**src/pkg/rcon_consts.svh**
```systemverilog
// offsets, field positions, masks, reset values and event count of the reset cause register
// Notes on behaviour
// - trap conflict reset sets bit 15
// - illegal opcode or pointer sets bit 14
// - bit 13 enables brownout reset circuit
// - bits 12, 11, 9 read zero
// - deep sleep sets bit 10
// - bit 8 keeps progmem bias powered in sleep
// - master clear pin reset sets bit 7
// - reset instruction sets bit 6
// - bit 5 enables the watchdog timer
// - watchdog time-out sets bit 4
// - sleep entry sets bit 3
// - idle entry sets the idle flag
`ifndef RCON_CONSTS_SVH
`define RCON_CONSTS_SVH
`define RC_ADDR_W 4
`define RC_REG_ADDR 4'h0
`define RC_BIT_TRAP 15
`define RC_BIT_IOPU 14
`define RC_BIT_BOREN 13
`define RC_BIT_DSLP 10
`define RC_BIT_PM_POWER 8
`define RC_BIT_EXT 7
`define RC_BIT_SWRST 6
`define RC_BIT_WDEN 5
`define RC_BIT_WD_TIMEOUT 4
`define RC_BIT_SLEEP 3
`define RC_BIT_IDLE 2
`define RC_FLAG_MASK 16'hC4DC
`define RC_CTRL_MASK 16'h2120
`define RC_CTRL_RESET 16'h0000
`define RC_N_EVT 9
`endif

```
**src/pkg/rcon_pkg.sv**
```systemverilog
// types shared by the reset cause register files
package rcon_pkg;
    // one event strobe per flag
    typedef logic [8:0] evt_vec_t;
    // register word
    typedef logic [15:0] word_t;
    // software access kind
    typedef enum logic [1:0] {
        acc_idle = 2'b00,
        acc_write = 2'b01,
        acc_read = 2'b10
    } acc_t;
endpackage : rcon_pkg

```
**src/design/flag_cell.sv**
```systemverilog
// one sticky status flag, hardware set wins over software clear
`timescale 1ns/100ps
module flag_cell (
    input wire logic clk_sys,
    input wire logic rstn,
    input wire logic set_pulse,
    input wire logic wr_en,
    input wire logic wr_val,
    output logic flag_q
);
    logic flag_d; // next flag value
    // set beats clear; a write of 1 also stores 1
    assign flag_d = set_pulse ? 1'b1 : (wr_en ? wr_val : flag_q);
    ///////////////////////////////////////////////////////////////////
    // storage
    always_ff @(posedge clk_sys or negedge rstn) begin
        if (!rstn) begin
            flag_q <= 1'b0;
        end else begin
            flag_q <= flag_d;
        end
    end
endmodule : flag_cell

```
**src/design/reset_cause_status_control.sv**
```systemverilog
// reset cause and control register with sticky event flags
`timescale 1ns/100ps
`include "rcon_consts.svh"
module reset_cause_status_control (
    input wire logic clk_sys,
    input wire logic rstn,
    input wire logic [`RC_ADDR_W-1:0] addr,
    input wire rcon_pkg::word_t wdata,
    input wire logic wr_stb,
    input wire logic rd_stb,
    output rcon_pkg::word_t rdata,
    input wire logic evt_trap_conflict,
    input wire logic evt_illegal_operation,
    input wire logic evt_deep_sleep,
    input wire logic evt_master_clear_pin,
    input wire logic evt_reset_instruction,
    input wire logic evt_watchdog_timeout,
    input wire logic evt_sleep,
    input wire logic evt_idle,
    output logic brownout_reset_enable,
    output logic watchdog_timer_enable,
    output logic progmem_sleep_power
);
    import rcon_pkg::*;
    ///////////////////////////////////////////////////////////////////
    // register map of the single word at the mapped address
    //   bit 15  trap conflict reset flag, sticky
    //   bit 14  illegal operation reset flag, sticky
    //   bit 13  soft brownout enable, control
    //   bit 12  unimplemented, reads zero
    //   bit 11  unimplemented, reads zero
    //   bit 10  deep sleep flag, sticky
    //   bit 9   unimplemented, reads zero
    //   bit 8   progmem sleep power, control
    //   bit 7   external pin reset flag, sticky
    //   bit 6   software reset flag, sticky
    //   bit 5   soft watchdog enable, control
    //   bit 4   watchdog timeout flag, sticky
    //   bit 3   sleep wake flag, sticky
    //   bit 2   idle flag, sticky
    //   bit 1   unimplemented, reads zero
    //   bit 0   unimplemented, reads zero
    // sticky flags: an event sets, software writes 0 to clear
    // a write of 1 to a flag also sets it, so saved words restore
    // an event in the cycle of a clearing write wins
    // controls: plain read/write bits, cleared by reset
    // other addresses: writes dropped, reads return zero
    ///////////////////////////////////////////////////////////////////
    // decode helpers
    // address selects the register word
    function automatic logic reg_match(input logic [`RC_ADDR_W-1:0] a);
        reg_match = (a == `RC_REG_ADDR);
    endfunction : reg_match
    // bit holds a sticky status flag
    function automatic logic is_flag_bit(input logic [3:0] b);
        word_t m; // flag mask
        m = `RC_FLAG_MASK;
        is_flag_bit = m[b];
    endfunction : is_flag_bit
    // bit holds a software control
    function automatic logic is_ctrl_bit(input logic [3:0] b);
        word_t m; // control mask
        m = `RC_CTRL_MASK;
        is_ctrl_bit = m[b];
    endfunction : is_ctrl_bit
    ///////////////////////////////////////////////////////////////////
    // decode
    logic hit; // address matches the register
    logic wr_hit; // write to the register
    logic rd_hit; // read of the register
    assign hit = reg_match(addr);
    assign wr_hit = wr_stb & hit;
    assign rd_hit = rd_stb & hit;
    ///////////////////////////////////////////////////////////////////
    // flags
    evt_vec_t evt; // event strobes in flag order
    evt_vec_t flag_q; // sticky flags
    word_t flags_w; // flags placed at their bit positions
    logic [3:0] pos [0:`RC_N_EVT-1]; // bit position of each flag
    assign evt = {evt_trap_conflict, evt_illegal_operation, evt_deep_sleep,
                  evt_master_clear_pin, evt_reset_instruction, evt_watchdog_timeout,
                  evt_sleep, evt_idle, 1'b0};
    assign pos[0] = 4'(`RC_BIT_TRAP);
    assign pos[1] = 4'(`RC_BIT_IOPU);
    assign pos[2] = 4'(`RC_BIT_DSLP);
    assign pos[3] = 4'(`RC_BIT_EXT);
    assign pos[4] = 4'(`RC_BIT_SWRST);
    assign pos[5] = 4'(`RC_BIT_WD_TIMEOUT);
    assign pos[6] = 4'(`RC_BIT_SLEEP);
    assign pos[7] = 4'(`RC_BIT_IDLE);
    assign pos[8] = 4'h0; // spare slot, unused
    // one sticky cell per flag
    genvar gi;
    generate
        for (gi = 0; gi < `RC_N_EVT - 1; gi++) begin : g_flag
            flag_cell u_cell (
                .clk_sys(clk_sys),
                .rstn(rstn),
                .set_pulse(evt[`RC_N_EVT-1-gi]),
                .wr_en(wr_hit),
                .wr_val(wdata[pos[gi]]),
                .flag_q(flag_q[gi])
            );
        end
    endgenerate
    assign flag_q[8] = 1'b0;
    // place flags into the word
    always_comb begin
        flags_w = 16'h0000;
        for (int i = 0; i < `RC_N_EVT - 1; i++) begin
            flags_w[pos[i]] = flag_q[i];
        end
    end
    ///////////////////////////////////////////////////////////////////
    // software controls
    word_t ctrl_q; // control bits
    word_t ctrl_d; // next control bits
    assign ctrl_d = wr_hit ? (wdata & `RC_CTRL_MASK) : ctrl_q;
    // control register
    always_ff @(posedge clk_sys or negedge rstn) begin
        if (!rstn) begin
            ctrl_q <= `RC_CTRL_RESET;
        end else begin
            ctrl_q <= ctrl_d;
        end
    end
    assign brownout_reset_enable = ctrl_q[`RC_BIT_BOREN];
    assign watchdog_timer_enable = ctrl_q[`RC_BIT_WDEN];
    assign progmem_sleep_power = ctrl_q[`RC_BIT_PM_POWER];
    ///////////////////////////////////////////////////////////////////
    // read back, unimplemented bits zero, data one cycle later
    word_t rd_word; // word for a hit
    word_t rdata_d; // next read data
    genvar gb;
    // one read source per bit: sticky flag, control bit or zero
    generate
        for (gb = 0; gb < 16; gb++) begin : g_rbit
            assign rd_word[gb] = (is_flag_bit(4'(gb)) & flags_w[gb]) | (is_ctrl_bit(4'(gb)) & ctrl_q[gb]);
        end
    endgenerate
    assign rdata_d = rd_hit ? rd_word : 16'h0000;
    // read data register
    always_ff @(posedge clk_sys or negedge rstn) begin
        if (!rstn) begin
            rdata <= 16'h0000;
        end else begin
            rdata <= rdata_d;
        end
    end
endmodule : reset_cause_status_control

```
**config.mk**
```make
export PLATFORM = sky130hd
export DESIGN_NAME = reset_cause_status_control
export DESIGN_NICKNAME = d
export VERILOG_FILES = /design/src/pkg/rcon_pkg.sv /design/src/design/flag_cell.sv /design/src/design/reset_cause_status_control.sv
export VERILOG_INCLUDE_DIRS = /design/src /design/src/pkg
export SDC_FILE = /design/constraint.sdc
export NUM_CORES = 1
export LEC_CHECK = 0
export ABC_CLOCK_PERIOD_IN_PS = 1800
export BUFFER_PORTS_ARGS = -buffer_cell sky130_fd_sc_hd__clkbuf_2
export CELL_PAD_IN_SITES_DETAIL_PLACEMENT = 1
export CELL_PAD_IN_SITES_GLOBAL_PLACEMENT = 2
export CORE_MARGIN = 2
export CORE_UTILIZATION = 27
export CTS_BUF_LIST = sky130_fd_sc_hd__clkbuf_4 sky130_fd_sc_hd__clkbuf_8 sky130_fd_sc_hd__clkbuf_16
export DETAILED_ROUTE_END_ITERATION = 10
export HOLD_SLACK_MARGIN = 0.02
export PLACE_DENSITY_LB_ADDON = 0.1
export SLEW_MARGIN = 20
export SYNTH_ARGS = -nofsm -noshare
export SYNTH_HDL_FRONTEND = slang
export SYNTH_SLANG_ARGS = --single-unit
```
**constraint.sdc**
```tcl
create_clock -name clk_sys -period 1.8 [get_ports clk_sys]
set_input_delay 0.18 -clock clk_sys [delete_from_list [all_inputs] [get_ports clk_sys]]
set_output_delay 0.18 -clock clk_sys [all_outputs]
set_load 0.01 [all_outputs]
```
==> results.md <==
* Hold buffers post-CTS at 1
* Crit path kind: input pin to flip-flop
* Worst-path maximum fanout at 11
* Vias in the first global route at between 600 and 700
* Root Driver: clkbuf_4
* WL final at 1.88 mm
* Placed insts at 144
* Port Buf Inserts at 40
* Peak VDD IR at 0.290 mV
* N_diodes at 0
* Layout Cells excl Fill at ~150
* Post-route ant nets at 0
* Min Tclk post-route at ~1.1 ns
* Critical Path End Type: flip-flop
* Die span in y at between 60 and 70 µm
* CTS tree: done
* Post-Synthesis Cells at 64
* GPL Wtd Cong at about 0.63
* Routed vias at approximately 630
* Ratio of final minimum period to clock period at 0.609
* Rel. slew slack at 0.636
* Area growth, synth to finish at 31.9%
* Pins Over Slew Limit at 0
* Crit start category: input pin
* Reg2reg path depth at 1
* First-pass DRT Iterations at 3
* FILL cells at between 300 and 400
* Clock-pin slew on the worst setup and hold paths at ~0.13 ns
* Worst-path cell chain: clkbuf_2, nor4_2, nand2_1, mux2_4
* Slowest CP cell: mux2_4
* Global-route usage over all layers at 0.114
* I/O pins at between 50 and 60
* # resized after CTS at 0
* Fin. Hold Viols at 0
* Post-CTS setup repair buffer count at 0
* Max Root-Sink Buffers at 2
* Crit path from: addr[3]
* Yosys reg bits at 22
* Cell Area, Synth at 872 µm²
* Clock Sinks at 22
* WHS at 0.0380 ns
* Post-synth cell types at 13
* Largest net degree at the start of global routing at 23
* Die Wd at between 60 and 70 µm
* DRC Markers at 0
* Largest stage delay on the critical path at 0.40 ns
* First-pass GRT wire length at approximately 3 mm
* R2r startpoint: ctrl_q[13]
* Post-synthesis mux area share at 0.0473
* Simple-gate share of the synthesized area at 0.165
* 1st-iter DRT viols at 14
* Worst-skew pair later-pin latency at about 0.31 ns
* Xor/xnor share of the synthesized area at 0
* Max H-tree Level at 1
* Post-synthesis compound-gate area fraction at 0.0803
* Tightest Hold Check Type: input pin to flip-flop
* Ratio of cells with drive above 1 in the final layout at 0.533
* Fin nets at approximately 140
* Max_cap viols at 0
* Total power at ~1 mW
* Worst Tran Pin Value at 0.546 ns
* Critical Path AT at 1.31 ns
* Initial antenna violation count at 0
* Sequential element share of the synthesized area at 0.631
* Reg area at 551 µm²
* Synthesis warning total at 0
* Pwr Density at roughly 890 nW/µm²
* RSZ-0062 raised after global routing: no
* Flop-to-flop setup slack at just over 1 ns
* Final setup fails at 0
* CP endpoint: ctrl_q[13]
* Fin util at 0.377
* Outcome: finished, final reports clean
* Num CTS Buffers at 3
* Via density at between 4 and 5
* Fin Setup TNS at 0 ns
* HPWL Detailed at ~1.3 mm
* CORE AREA at slightly above 3000 µm²
* Setup Skew at between 0.004 and 0.005 ns
* Fmax at 913 MHz
* Die footprint at ~3700 µm²
* R2R Path End: ctrl_q[13]
* Average wire per standard cell at 12.6 µm
* Synth Area in Adders at 0
* Leak at roughly 0.64 nW
* Initial cell density of the core at 0.286
* Cell Rows at 20
* Largest family of logic cells by synthesized area: simple AND/OR/NAND/NOR gates
* WP data required at between 2 and 2.5 ns
* Syn_area_per_cell at 13.6 µm²
* Area of the multi-input gates at 274 µm²
* Global route overflow at 0
==> power by group <==
group	switching, mW	internal [mW]	total [mW]
registers	0.0131	0.517	0.530
clock network	0.156	0.225	0.381
logic	0.0545	0.0586	0.113
==> per-layer routing <==
metal	part of all wire	track usage	up-vias
li1	-	-	299
met1	0.45	0.156	306
met2	0.47	0.166	25
met3	0.050	0.0213	4
met4	0.029	0.0745	0
met5	0	0	-
==> worst min path at each step <==
stage,start,endpoint,slack (ns),cells after the start
6_report,evt_watchdog_timeout,g_flag[5].u_cell.flag_q,0.04,2
5_1_grt,evt_watchdog_timeout,g_flag[5].u_cell.flag_q,0.02,2
4_1_cts,evt_watchdog_timeout,g_flag[5].u_cell.flag_q,0.03,2
3_5_place_dp,rstn,rdata[14],0.20,1
3_3_place_gp,rstn,rdata[14],0.20,1
2_1_floorplan,rstn,ctrl_q[13],-0.12,0
==> critical path: cells and delay by family <==
family	cells	cell delay (ns)
and+or+nand+nor	2	0.64
muxes	1	0.40
buffers and inverters	1	0.08
==> layout make-up <==
| type | count | area share |
|---|---|---|
| Sequential cell | 22 | 0.479 |
| Multi-Input combinational cell | 37 | 0.238 |
| Timing Repair Buffer | 42 | 0.189 |
| Tap cell | 44 | 0.0479 |
| Clock inverter | 1 | 0.0261 |
| Clock buffer | 3 | 0.0196 |
==> stage by stage <==
stage | setup slack (ns) | cell area [µm²]
global route | 0.591 | 1150
global placement | 0.333 | 1090
CTS | 0.680 | 1150
detailed placement | 0.330 | 1090
floorplan | 0.678 | 887
finish | 0.704 | 1150
==> cell usage in the layout (no fill, tap or decap) <==
master         instances
and3_1                12
nor4_2                 1
nand2_1                1
bufinv_16              1
conb_1                 5
clkbuf_4               3
mux2_2                 1
a211o_1                8
dfrtp_1               22
mux2_4                 2
dlygate4sd3_1          1
clkbuf_2              40
and3_2                 7
buf_4                  1
==> sequential cells by signal, indices dropped and copies added, names as in the netlist <==
signal,count
g_flag.u_cell.flag_q,8
ctrl_q,3
rdata,11
==> synthesized netlist by cell type (all sizes together) <==
master	instances	area (µm²)
nand2	1	3.75
a211o	8	70.1
dfrtp	22	551
mux2	3	41.3
and3	19	128
buf	6	48.8
conb	1	3.75
clkbuf	3	13.8
nor4	1	12.5
==> cells by family after synthesis <==
logic type	count (synthesis)
other	1
multiplexers	3
buffers and inverters	9
AND/OR/NAND/NOR	21
flip-flops	22
AO/OA/AOI/OAI	8
No activity file was read; power rests on OpenSTA's default activity.
